===== config.mk =====
export PLATFORM = sky130hd
export DESIGN_NAME = pcg_top
export DESIGN_NICKNAME = d
export VERILOG_FILES = /design/src/hdl/pcg_pkg.sv /design/src/hdl/pcg_top.sv /design/src/hdl/pcg_gate_sel.sv /design/src/hdl/pcg_fault_chk.sv
export SDC_FILE = /design/constraint.sdc
export NUM_CORES = 1
export LEC_CHECK = 0
export ABC_CLOCK_PERIOD_IN_PS = 2540
export BUFFER_PORTS_ARGS = -buffer_cell sky130_fd_sc_hd__buf_2
export CAP_MARGIN = 20
export CORE_ASPECT_RATIO = 0.9
export CORE_MARGIN = 3
export CORE_UTILIZATION = 49
export CTS_CLUSTER_SIZE = 20
export DETAILED_ROUTE_END_ITERATION = 7
export PLACE_DENSITY = 0.9
export RECOVER_POWER = 100
export SLEW_MARGIN = 20
export SYNTH_ARGS = -nofsm -noshare
export SYNTH_HDL_FRONTEND = slang
export SYNTH_SLANG_ARGS = --single-unit

===== constraint.sdc =====
create_clock -name MCLK -period 2.54 [get_ports MCLK]
set_input_delay 0.254 -clock MCLK [delete_from_list [all_inputs] [get_ports MCLK]]
set_output_delay 0.254 -clock MCLK [all_outputs]
set_load 0.01 [all_outputs]

===== src/hdl/pcg_pkg.sv =====
// pcg_pkg: shared constants, register layout and carrier types for the
// peripheral clock gating controller.
// assumes: single 50 MHz clock domain, APB register access.
package pcg_pkg;

  // --------------------------------------------------------------------
  // register offsets (byte addresses)
  // --------------------------------------------------------------------
  localparam logic [11:0] PCG_OFF_RUN_CFG   = 12'h060;
  localparam logic [11:0] PCG_OFF_RUN_GATE  = 12'h100;
  localparam logic [11:0] PCG_OFF_SLP_GATE  = 12'h110;
  localparam logic [11:0] PCG_OFF_DSLP_GATE = 12'h120;
  localparam logic [11:0] PCG_OFF_INT_STAT  = 12'h130;
  localparam logic [11:0] PCG_OFF_INT_MASK  = 12'h134;
  localparam logic [11:0] PCG_OFF_MODE      = 12'h138;

  // --------------------------------------------------------------------
  // field positions
  // --------------------------------------------------------------------
  localparam int PCG_BIT_WDT  = 3;
  localparam int PCG_BIT_HIB  = 6;
  localparam int PCG_SPD_LO   = 8;
  localparam int PCG_BIT_ADC  = 16;
  localparam int PCG_BIT_PWM  = 20;
  localparam int PCG_BIT_AUTO = 27;

  localparam logic [31:0] PCG_GATE_WMASK = 32'h0011_0348;
  localparam logic [31:0] PCG_GATE_RESET = 32'h0000_0040;
  localparam logic [31:0] PCG_CFG_WMASK  = 32'h0800_0000;
  localparam logic [31:0] PCG_CFG_RESET  = 32'h0000_0000;
  localparam logic [3:0]  PCG_INT_WMASK  = 4'hf;

  // sample speed encodings
  localparam logic [1:0] PCG_SPD_125K = 2'h0;
  localparam logic [1:0] PCG_SPD_250K = 2'h1;
  localparam logic [1:0] PCG_SPD_500K = 2'h2;

  // --------------------------------------------------------------------
  // types
  // --------------------------------------------------------------------
  typedef enum logic [1:0] {
    PCG_PM_RUN   = 2'b00,
    PCG_PM_SLEEP = 2'b01,
    PCG_PM_DEEP  = 2'b10
  } pcg_pmode_t;

  typedef struct packed {
    logic       pwm;
    logic       adc;
    logic       hibernation_gate;
    logic       wdt;
    logic [1:0] spd;
  } pcg_gates_t;

  typedef struct packed {
    logic        sel;
    logic        en;
    logic        wr;
    logic [11:0] addr;
    logic [31:0] wdata;
  } pcg_apb_req_t;

endpackage : pcg_pkg


===== src/hdl/pcg_top.sv =====
// pcg_top: peripheral clock gating controller with apb register port.
// assumes: apb master per protocol, system clock MCLK, sync reset SRST,
// unit access strobes come from the peripheral bus decoder.
//
// Contract
// - each gating bit drives its unit clock enable, 1 runs, 0 stops.
// - an access to a unit whose clock is off is answered with a fault.
// - gating bits reset to zero unless given another reset value.
// - bit 6 is read-write, gates the hibernation unit, resets to 1.
// - bit 3 is read-write, gates the watchdog, resets to 0.
// - bit 20 of the sleep register gates the pwm unit, resets to 0.
// - bit 16 of the sleep register gates adc zero, resets to 0.
// - bits 9:8 pick adc speed 2=500k, 1=250k, 0=125k, reset 0.
// - the effective adc speed never exceeds the device maximum.
// - run, sleep and deep-sleep gating registers are kept apart.
// - sleep registers apply only when automatic gating is selected.
// - reserved bits are read-only zero; software preserves them.
// - the sleep gating register sits at offset 0x110.
// - the run gating register sits at 0x100, reset 0x00000040.
`timescale 1ns/1ns
`default_nettype none
module pcg_top
  import pcg_pkg::*;
#(
  parameter logic [1:0] MAX_SPD = PCG_SPD_500K
) (
  // clock and reset
  input  wire logic        MCLK,
  input  wire logic        SRST,
  // apb slave
  input  wire logic        PSEL,
  input  wire logic        PENABLE,
  input  wire logic        PWRITE,
  input  wire logic [11:0] PADDR,
  input  wire logic [31:0] PWDATA,
  output logic [31:0]      PRDATA,
  output logic             PREADY,
  output logic             PSLVERR,
  // power mode from the system power controller
  input  wire logic [1:0]  PWR_MODE,
  // unit access strobes: pwm, adc, hib, wdt
  input  wire logic [3:0]  UNIT_SEL,
  output logic [3:0]       UNIT_FAULT,
  // unit clock enables
  output logic             PWM_CLK_EN,
  output logic             ADC_CLK_EN,
  output logic             HIB_CLK_EN,
  output logic             WDT_CLK_EN,
  output logic [1:0]       ADC_SPEED,
  // interrupt
  output logic             IRQ
);

  import pcg_pkg::*;

  // ------------------------------------------------------------------
  // storage
  // ------------------------------------------------------------------
  logic [31:0]  run_reg;
  logic [31:0]  slp_reg;
  logic [31:0]  dslp_reg;
  logic [31:0]  cfg_reg;
  logic [3:0]   stat_reg;
  logic [3:0]   mask_reg;
  logic         pready_reg;
  pcg_apb_req_t req;
  pcg_gates_t   gates;
  pcg_pmode_t   pmode;
  logic [3:0]   fault_now;
  logic         wr_take;
  logic         rd_take;
  logic         auto_sel;

  assign req      = '{sel: PSEL, en: PENABLE, wr: PWRITE,
                      addr: PADDR, wdata: PWDATA};
  assign auto_sel = cfg_reg[PCG_BIT_AUTO];
  // undefined mode code treated as run
  assign pmode    = (PWR_MODE == 2'b01) ? PCG_PM_SLEEP :
                    (PWR_MODE == 2'b10) ? PCG_PM_DEEP : PCG_PM_RUN;

  // one wait state: answer in the second access cycle
  assign wr_take = req.sel & req.en & pready_reg & req.wr;
  assign rd_take = req.sel & req.en & ~pready_reg & ~req.wr;

  function automatic logic addr_known(input logic [11:0] a);
    return (a == PCG_OFF_RUN_CFG)   || (a == PCG_OFF_RUN_GATE)  ||
           (a == PCG_OFF_SLP_GATE)  || (a == PCG_OFF_DSLP_GATE) ||
           (a == PCG_OFF_INT_STAT)  || (a == PCG_OFF_INT_MASK)  ||
           (a == PCG_OFF_MODE);
  endfunction : addr_known

  function automatic logic [31:0] gate_write(input logic [31:0] d);
    // reserved positions never store, so they read back as zero
    return d & PCG_GATE_WMASK;
  endfunction : gate_write

  // pending write-one-to-clear mask, zero unless the status word is hit
  function automatic logic [3:0] clr_now();
    return (wr_take && req.addr == PCG_OFF_INT_STAT) ? req.wdata[3:0] : 4'h0;
  endfunction : clr_now

  // ------------------------------------------------------------------
  // apb handshake
  // ------------------------------------------------------------------
  always_ff @(posedge MCLK) begin
    if (SRST) begin
      pready_reg <= 1'b0;
    end else if (req.sel && req.en && !pready_reg) begin
      pready_reg <= 1'b1;
    end else begin
      pready_reg <= 1'b0;
    end
  end

  always_ff @(posedge MCLK) begin
    if (SRST) begin
      PSLVERR <= 1'b0;
    end else begin
      PSLVERR <= req.sel && req.en && !pready_reg && !addr_known(req.addr);
    end
  end

  assign PREADY = pready_reg;

  // ------------------------------------------------------------------
  // gating registers
  // ------------------------------------------------------------------
  always_ff @(posedge MCLK) begin
    if (SRST) begin
      run_reg <= PCG_GATE_RESET;
    end else if (wr_take && req.addr == PCG_OFF_RUN_GATE) begin
      run_reg <= gate_write(req.wdata);
    end
  end

  always_ff @(posedge MCLK) begin
    if (SRST) begin
      slp_reg <= PCG_GATE_RESET;
    end else if (wr_take && req.addr == PCG_OFF_SLP_GATE) begin
      slp_reg <= gate_write(req.wdata);
    end
  end

  always_ff @(posedge MCLK) begin
    if (SRST) begin
      dslp_reg <= PCG_GATE_RESET;
    end else if (wr_take && req.addr == PCG_OFF_DSLP_GATE) begin
      dslp_reg <= gate_write(req.wdata);
    end
  end

  always_ff @(posedge MCLK) begin
    if (SRST) begin
      cfg_reg <= PCG_CFG_RESET;
    end else if (wr_take && req.addr == PCG_OFF_RUN_CFG) begin
      cfg_reg <= req.wdata & PCG_CFG_WMASK;
    end
  end

  // ------------------------------------------------------------------
  // read path
  // ------------------------------------------------------------------
  always_ff @(posedge MCLK) begin
    if (SRST) begin
      PRDATA <= 32'h0000_0000;
    end else if (rd_take) begin
      case (req.addr)
        PCG_OFF_RUN_GATE:  PRDATA <= run_reg;
        PCG_OFF_SLP_GATE:  PRDATA <= slp_reg;
        PCG_OFF_DSLP_GATE: PRDATA <= dslp_reg;
        PCG_OFF_RUN_CFG:   PRDATA <= cfg_reg;
        PCG_OFF_INT_STAT:  PRDATA <= {28'h0000000, stat_reg};
        PCG_OFF_INT_MASK:  PRDATA <= {28'h0000000, mask_reg};
        PCG_OFF_MODE:      PRDATA <= {29'h00000000, auto_sel, pmode};
        default:           PRDATA <= 32'h0000_0000;
      endcase
    end
  end

  // ------------------------------------------------------------------
  // gate selection and fault detection
  // ------------------------------------------------------------------
  pcg_gate_sel #(
    .MAX_SPD (MAX_SPD)
  ) u_sel (
    .run_word  (run_reg),
    .slp_word  (slp_reg),
    .dslp_word (dslp_reg),
    .auto_sel  (auto_sel),
    .pmode     (pmode),
    .gates     (gates)
  );

  pcg_fault_chk u_fault (
    .unit_sel   (UNIT_SEL),
    .gates      (gates),
    .unit_fault (fault_now)
  );

  always_ff @(posedge MCLK) begin
    if (SRST) begin
      PWM_CLK_EN <= PCG_GATE_RESET[PCG_BIT_PWM];
      ADC_CLK_EN <= PCG_GATE_RESET[PCG_BIT_ADC];
      HIB_CLK_EN <= PCG_GATE_RESET[PCG_BIT_HIB];
      WDT_CLK_EN <= PCG_GATE_RESET[PCG_BIT_WDT];
      ADC_SPEED  <= PCG_SPD_125K;
    end else begin
      PWM_CLK_EN <= gates.pwm;
      ADC_CLK_EN <= gates.adc;
      HIB_CLK_EN <= gates.hibernation_gate;
      WDT_CLK_EN <= gates.wdt;
      ADC_SPEED  <= gates.spd;
    end
  end

  always_ff @(posedge MCLK) begin
    if (SRST) begin
      UNIT_FAULT <= 4'h0;
    end else begin
      UNIT_FAULT <= fault_now;
    end
  end

  // ------------------------------------------------------------------
  // interrupt: sticky fault flags, write one to clear, set wins
  // ------------------------------------------------------------------
  always_ff @(posedge MCLK) begin
    if (SRST) begin
      stat_reg <= 4'h0;
    end else begin
      // a fault in the clearing cycle survives the clear
      stat_reg <= (stat_reg & ~clr_now()) | fault_now;
    end
  end

  always_ff @(posedge MCLK) begin
    if (SRST) begin
      mask_reg <= 4'h0;
    end else if (wr_take && req.addr == PCG_OFF_INT_MASK) begin
      mask_reg <= req.wdata[3:0] & PCG_INT_WMASK;
    end
  end

  always_ff @(posedge MCLK) begin
    if (SRST) begin
      IRQ <= 1'b0;
    end else begin
      IRQ <= |(((stat_reg & ~clr_now()) | fault_now) & mask_reg);
    end
  end
endmodule : pcg_top
`default_nettype wire


===== src/hdl/pcg_gate_sel.sv =====
// pcg_gate_sel: picks the active gating word from the power mode and
// the automatic gating select, clamps the adc speed.
// assumes: all inputs registered in the same clock domain.
`timescale 1ns/1ns
`default_nettype none
module pcg_gate_sel
  import pcg_pkg::*;
#(
  parameter logic [1:0] MAX_SPD = 2'h2
) (
  // register contents
  input  wire logic [31:0]         run_word,
  input  wire logic [31:0]         slp_word,
  input  wire logic [31:0]         dslp_word,
  // mode
  input  wire logic                auto_sel,
  input  wire pcg_pkg::pcg_pmode_t pmode,
  // result
  output pcg_pkg::pcg_gates_t      gates
);

  import pcg_pkg::*;

  function automatic pcg_gates_t unpack_word(input logic [31:0] w);
    pcg_gates_t g;
    g.pwm = w[PCG_BIT_PWM];
    g.adc = w[PCG_BIT_ADC];
    g.hibernation_gate = w[PCG_BIT_HIB];
    g.wdt = w[PCG_BIT_WDT];
    // values above the ceiling are clamped, incl. the undefined 0x3
    g.spd = (w[PCG_SPD_LO +: 2] > MAX_SPD) ? MAX_SPD : w[PCG_SPD_LO +: 2];
    return g;
  endfunction : unpack_word

  always_comb begin
    logic [31:0] w;
    w = run_word;
    if (auto_sel) begin
      case (pmode)
        PCG_PM_SLEEP: w = slp_word;
        PCG_PM_DEEP:  w = dslp_word;
        default:      w = run_word;
      endcase
    end
    gates = unpack_word(w);
  end

endmodule : pcg_gate_sel
`default_nettype wire


===== src/hdl/pcg_fault_chk.sv =====
// pcg_fault_chk: flags a peripheral access aimed at an unclocked unit.
// assumes: sel and gate flags are synchronous to the system clock.
`timescale 1ns/1ns
`default_nettype none
module pcg_fault_chk
  import pcg_pkg::*;
(
  // peripheral select strobes, one per unit: pwm, adc, hib, wdt
  input  wire logic [3:0]          unit_sel,
  input  wire pcg_pkg::pcg_gates_t gates,
  // result
  output logic [3:0]               unit_fault
);

  import pcg_pkg::*;

  always_comb begin
    unit_fault = unit_sel & ~{gates.pwm, gates.adc, gates.hibernation_gate, gates.wdt};
  end

endmodule : pcg_fault_chk
`default_nettype wire


# After elaboration in Yosys (flattened, before gate mapping)
# Cells that the tools add are included.
[totals] regBits=72 latchBits=0 ram_bits=0 romBits=0 output_inout_bits=45 memories=0
[classes] n_addsub=0 mul=0 div=0 order_cmp=1 eq_ne=11 shifts=0 muxes=8 bitwise_logic=13 n_reduce_logical=19
[ops] cell="$pmux W28 S7" n=1
[ops] cell="$eq A12 B9 Y1 const B" n=6
[ops] cell="$pmux W21 S2" n=1
[ops] cell="$mux W21" n=1
[ops] cell="$and A4 B4 Y4" n=3
[ops] cell="$eq A12 B7 Y1 const B" n=1
[ops] cell="$logic_and A1 B1 Y1" n=9
[ops] cell="$not A4 Y4" n=2
[ops] cell="$logic_or A1 B1 Y1" n=6
[ops] cell="$mux W2" n=3
[ops] cell="$and A1 B1 Y1" n=5
[ops] cell="$eq A2 B1 Y1 const B" n=2
[ops] cell="$eq A2 B2 Y1 const B" n=2
[ops] cell="$mux W4" n=1
[ops] cell="$or A4 B4 Y4" n=1
[ops] cell="$reduce_or A4 Y1" n=1
[ops] cell="$gt A2 B2 Y1 const B" n=1
[ops] cell="$logic_not A1 Y1" n=2
[ops] cell="$not A1 Y1" n=2
[ops] cell="$reduce_or A2 Y1" n=1
[ops] cell="$mux W1" n=1

# Logic depth before layout (Yosys ltp)
[depth] word_depth=11 depth_mapped=8 depth_no_buf=7

# Cells and area by module
# Synthesis repeated with hierarchy kept, for this count alone.
[hier_totals] cells_unflattened=281 hier_area_um2=2636.3
[by_module_without_submodules] mod="pcg_top" instances=1 cells_per_inst=249 area_each_um2=2406.1 seq_area_each_um2=1001.0
[by_module_without_submodules] mod="pcg_gate_sel" instances=1 cells_per_inst=28 area_each_um2=175.2 seq_area_each_um2=0.0
[by_module_without_submodules] mod="pcg_fault_chk" instances=1 cells_per_inst=4 area_each_um2=55.1 seq_area_each_um2=0.0

# Least setup slack after synthesis
# OpenSTA, ideal clock, no wires.
[synth_path] kind="input to register" startpoint="in PADDR[3]" endpoint="reg IRQ" arrival_time_ns=1.944 required_ns=2.406 path_slack_ns=0.462 stages=5 n_path_buf=0 cell_sequence="or4b_4 > nor4_4 > nand2_2 > and4b_1 > or4_1"
[synth_via] elab_chain_cells=8
[synth_rtl] item="start, declared" line="pcg_top.sv:34" source="input wire logic [11:0] PADDR,"
[synth_rtl] item="$eq A12 B9 Y1" line="pcg_top.sv:99" source="return (wr_take && req.addr == PCG_OFF_INT_STAT) ? req.wdata[3:0] : 4'h0;"
[synth_rtl] item="$logic_and A1 B1 Y1" line="pcg_top.sv:99"
[synth_rtl] item="$mux W4" line="pcg_top.sv:99"
[synth_rtl] item="$not A4 Y4" line="pcg_top.sv:248" source="IRQ <= |(((stat_reg & ~clr_now()) | fault_now) & mask_reg);"
[synth_rtl] item="$and A4 B4 Y4" line="pcg_top.sv:248"
[synth_rtl] item="$or A4 B4 Y4" line="pcg_top.sv:248"
[synth_rtl] item="$and A4 B4 Y4" line="pcg_top.sv:248"
[synth_rtl] item="$reduce_or A4 Y1" line="pcg_top.sv:248"
[synth_rtl] item="end signal, assigned" line="pcg_top.sv:248"
[synth_rtl] item="end, declared" line="pcg_top.sv:51" source="output logic IRQ"
# No other way between the ends.
# A chain may end at the register's enable or synchronous reset.

# Final worst setup path
[layout_path] startpoint="reg pready_reg, in the netlist PREADY" endpoint="reg IRQ"
[layout_via] elab_chain_cells=9
[layout_rtl] item="start, declared" line="pcg_top.sv:65" source="logic pready_reg;"
[layout_rtl] item="start signal, assigned" line="pcg_top.sv:107" source="pready_reg <= 1'b0;"
[layout_rtl] item="start signal, assigned" line="pcg_top.sv:109" source="pready_reg <= 1'b1;"
[layout_rtl] item="start signal, assigned" line="pcg_top.sv:111" source="pready_reg <= 1'b0;"
[layout_rtl] item="$and A1 B1 Y1 (2 in a row)" line="pcg_top.sv:82" source="assign wr_take = req.sel & req.en & pready_reg & req.wr;"
[layout_rtl] item="$logic_and A1 B1 Y1" line="pcg_top.sv:99"
[layout_rtl] item="$mux W4" line="pcg_top.sv:99"
[layout_rtl] item="$not A4 Y4" line="pcg_top.sv:248"
[layout_rtl] item="$and A4 B4 Y4" line="pcg_top.sv:248"
[layout_rtl] item="$or A4 B4 Y4" line="pcg_top.sv:248"
[layout_rtl] item="$and A4 B4 Y4" line="pcg_top.sv:248"
[layout_rtl] item="$reduce_or A4 Y1" line="pcg_top.sv:248"
# No other way between the ends.

==> flow_results.org <==
** Synthesis
- For this run, the register share of the synthesized area comes to 39.4%.
- Yosys attributes the largest share of cell area to dfxtp_1 (39%), mux2i_1 (11%), buf_4 (6.5%).
- Synth async-reset ratio :: 0%
- Number of warnings printed during yosys synthesis :: 0
- A synthesized cell averages 8.68 um2.
- Area leader, netlist :: dfxtp_1
- Unique cell type count in the Yosys netlist :: 47
- The synthesized design contains 0 enable-type register cells.
- Gate Count Post-Synth :: approximately 290
- Summing every instance area after synthesis gives 2540 um2.
- Number of register bits inferred by synthesis :: 50
- Prevailing post-synth register cell :: dfxtp_1
- Top cell type's share of synthesized area :: 39.4%

** Global routing
- In the global route stage, met2 resource usage came out at around a third.
- The global routing stage identified its most utilized layer as met2.
- The number of antenna violations at the first check in global routing came to 0.
- Grt met3 use :: 4.96%
- Across every metal layer, demand over resource in global routing totals 21.0%.
- Wire length of the first global-routing pass :: 9780 um
- Global routing used 29.4% of the available met1 tracks.
- Entering global routing, the biggest net connects 31 pins.
- For this run the aggregate overflow at the end of global routing stands at 0.
- The via count of the first global-routing pass came to 2111.

** Clocking
- In this run, post-CTS repair resized a total of 0 instances.
- For this design, the CTS-stage hold fixing added 0 buffers.
- Clock tree from TritonCTS :: done
- The clock tree synthesis step divided the H-tree into 2 levels.
- Buffers added to address setup during post-CTS repair amount to 0.
- Clock sink total :: 50
- In this run the deepest clock path goes through 2 buffers.
- Clock root cell :: clkbuf_8
- Clock-pin slew was measured on the worst setup and hold paths at 90 ps.
- Clock latency on the worst-skew pair, taken at its later pin, is 300 ps.
- Buffers inserted during clock tree synthesis total 5.

** Cells and area
- Fillcell total :: 448
- At the end of the flow, the number of nets in the layout was around 410.
- Share of post-route cells with drive strength above 1 :: 14.3%
- At the end of the flow the core is filled with cells to 57.9%.
- The area growth from synthesis to layout is 12.1%.
- Antenna diode count :: 0
- Register ranked first by flip-flop count :: PRDATA
- Flip-flop count of the largest register, all copies and words added :: 10

** Routing
- The routed design has 5990 um of wire.
- For this block, the via count after detailed routing is around 2300.
- For this block, the initial DRC count from the detailed router was 177.
- In this run the remaining antenna-violating nets after routing total 0.
- Routed len/inst :: ~14 um
- For this run, the detailed router's first-pass iteration total came to 5.
- After detailed routing, the number of remaining DRC violations is 0.
- Average via count per standard cell :: 5.45

** Setup path
- Of all nets on the critical path, the largest fanout is 6.
- Worst path slowest cell :: nor4_4
- At the worst endpoint, the arrival time is 2410 ps.
- The worst setup path is captured at a register.
- Type of element launching the critical path :: register
- Critical path type :: reg -> reg
- The signal on the critical path passes through nand4_1, nor4_4, a21o_1, o311ai_0, or4_1.
- CP max stage delay :: 590 ps
- Worst EP required :: between 2000 and 3000 ps

** Die
- # IOs :: 100
- The floorplan has 24 rows.
- The die covers 6090 um2.
- Die Span X :: around 82 um
- The core region is 4920 um2.
- The die is 74.3 um tall.
- Once the floorplan was initialized, standard cells occupied 51.6% of the core.

** STA
- Final Setup Violations :: 0
- Actual transition at the worst max-transition pin :: 736 ps
- The final critical path takes up 87.7% of the cycle.
- Maximum clock skew at final layout :: approximately 5.7 ps
- Adding up every negative setup slack in the final design gives 0 ps.
- Tightest slew margin relative to the limit :: between 50% and 60%
- After layout, the minimum clock period comes to 2230 ps.
- Achievable clock frequency :: 449 MHz
- The number of pins with negative max-slew slack in the final report came to 0.
- The count of endpoints failing hold in the final timing report was 0.
- Setup repair after global routing missed its margin :: no

** Run status
- The flow ran to the end, and the final reports show no timing, DRC or antenna violations.

** Placed design
- Routability congestion estimate from global placement :: 0.913
- After legalization and detailed placement, the total HPWL measured 4460 um.
- In this run the tool buffered the top-level ports with 55 buffer cells.

** Power and ir drop
- Fraction of power consumed by combinational cells :: 9.1%
- Worst IR Drop VDD :: 0.397 mV
- Of the total power, the share spent switching nets is 25.5%.
- Pint :: 1.02 mW
- Per report_power, the clock group accounts for 33.1% of the total.
- For this design the ratio of total power to cell area is 482 nW/um2.
- Sw Pwr :: 0.351 mW
- Summed over all cells, the static leakage comes to 1.10 nW.
- Sequential cells account for just under 60% of the total power.

** Hold path
- The path class of the tightest hold or removal check is in -> reg.

** Flow run
- The tool flagged a number of max-cap violations equal to 0.
-- cell usage in the layout (no fill, tap or decap), types with 2 or more instances in the layout --
| master | synthesis | layout |
|---|---|---|
| mux2i_1 | 29 | 29 |
| nor2_1 | 36 | 36 |
| a22oi_1 | 8 | 8 |
| conb_1 | 1 | 22 |
| buf_2 | 1 | 30 |
| nand2b_1 | 6 | 6 |
| inv_1 | 5 | 5 |
| ha_1 | 2 | 2 |
| clkbuf_1 | 13 | 30 |
| nand3_1 | 9 | 9 |
| or4_1 | 3 | 3 |
| nor4_1 | 3 | 4 |
| a31o_1 | 5 | 5 |
| nor4b_1 | 2 | 2 |
| a22o_1 | 4 | 4 |
| nor2b_1 | 5 | 5 |
| nor3_1 | 4 | 6 |
| a211o_1 | 3 | 3 |
| nand2_1 | 31 | 31 |
| dfxtp_1 | 50 | 50 |
| clkbuf_8 | 0 | 5 |
| nand3b_1 | 3 | 3 |
| o21ai_0 | 4 | 4 |
| buf_4 | 22 | 5 |
| nand4_1 | 2 | 2 |
| a21oi_1 | 18 | 18 |
-- routing by layer --
layer,up-vias,part of all wire [%]
met5,-,0
li1,1104,-
met2,111,45
met3,6,10
met4,0,0.82
met1,1039,44
-- through the flow --
stage / cell area [um2] / hold slack [ps] / setup WS (ps) / instances / total power [mW]
after detailed placement: 2830 / 441 / 142 / 408 / 0.938
after global routing: 2850 / 202 / 171 / 415 / 1.43
after floorplan: 2620 / 372 / 462 / 314 / 0.911
after CTS: 2920 / 189 / 293 / 415 / 1.39
final: 2850 / 189 / 312 / 415 / 1.37
after global placement: 2830 / 436 / 176 / 408 / 0.936
-- synth_stat cells (2+ instances only) --
master and instances:
a211o_1 3, a21oi_1 18, a22o_1 4, a22oi_1 8, a31o_1 5, buf_4 22, clkbuf_1 13, dfxtp_1 50
ha_1 2, inv_1 5, mux2i_1 29, nand2_1 31, nand2b_1 6, nand3_1 9, nand3b_1 3, nand4_1 2
nor2_1 36, nor2b_1 5, nor3_1 4, nor3_2 2, nor4_1 3, nor4_2 2, nor4b_1 2, o21ai_0 4
or4_1 3
-- logic make-up after synthesis --
family,after synthesis,synth area share (%)
AND/OR/NAND/NOR,121,25.7
flip-flops,50,39.4
AO/OA/AOI/OAI,49,13.0
buffers and inverters,41,9.35
multiplexers,29,11.4
adder cells (fa/ha/maj),2,0.984
other,1,0.147
-- path summary, 6_finish.rpt --
path                                start                        to  slack, ps  cells after the start
hold / removal                  PWDATA[6]  dslp_reg[6]$_SDFFE_PP1P_        190                      2
setup / recovery        PREADY$_SDFF_PP0_            IRQ$_SDFF_PP0_        310                      5
setup reg to reg        PREADY$_SDFF_PP0_            IRQ$_SDFF_PP0_        310                      5
hold reg to reg   PRDATA[27]$_SDFFE_PP0P_   PRDATA[27]$_SDFFE_PP0P_        460                      2
-- critical path: cells and delay by family (launching register included) --
kind | cells | cell delay [ps]
AND/OR/NAND/NOR | 3 | 1380
AO/OA/AOI/OAI | 2 | 320
flip-flops | 1 | 410
-- area by class of cell --
| class | instances | area, um2 | share of cell area (%) |
|---|---|---|---|
| inverter | 5 | 18.8 | 0.658 |
| timing repair buffer | 65 | 300 | 10.5 |
| multi-input combinational | 223 | 1370 | 47.9 |
| sequential | 50 | 1000 | 35.1 |
| clock buffer | 5 | 68.8 | 2.41 |
| clock inverter | 2 | 13.8 | 0.483 |
| tap | 65 | 81.3 | 2.85 |
-- power by group through the flow --
stage | clock network, mW | registers, mW | logic [mW]
2_1_floorplan | 0 | 0.814 | 0.0966
3_3_place_gp | 0 | 0.812 | 0.123
3_5_place_dp | 0 | 0.813 | 0.125
4_1_cts | 0.466 | 0.794 | 0.126
5_1_grt | 0.494 | 0.796 | 0.139
6_report | 0.455 | 0.795 | 0.125
Power figures use the tool's default switching activity.
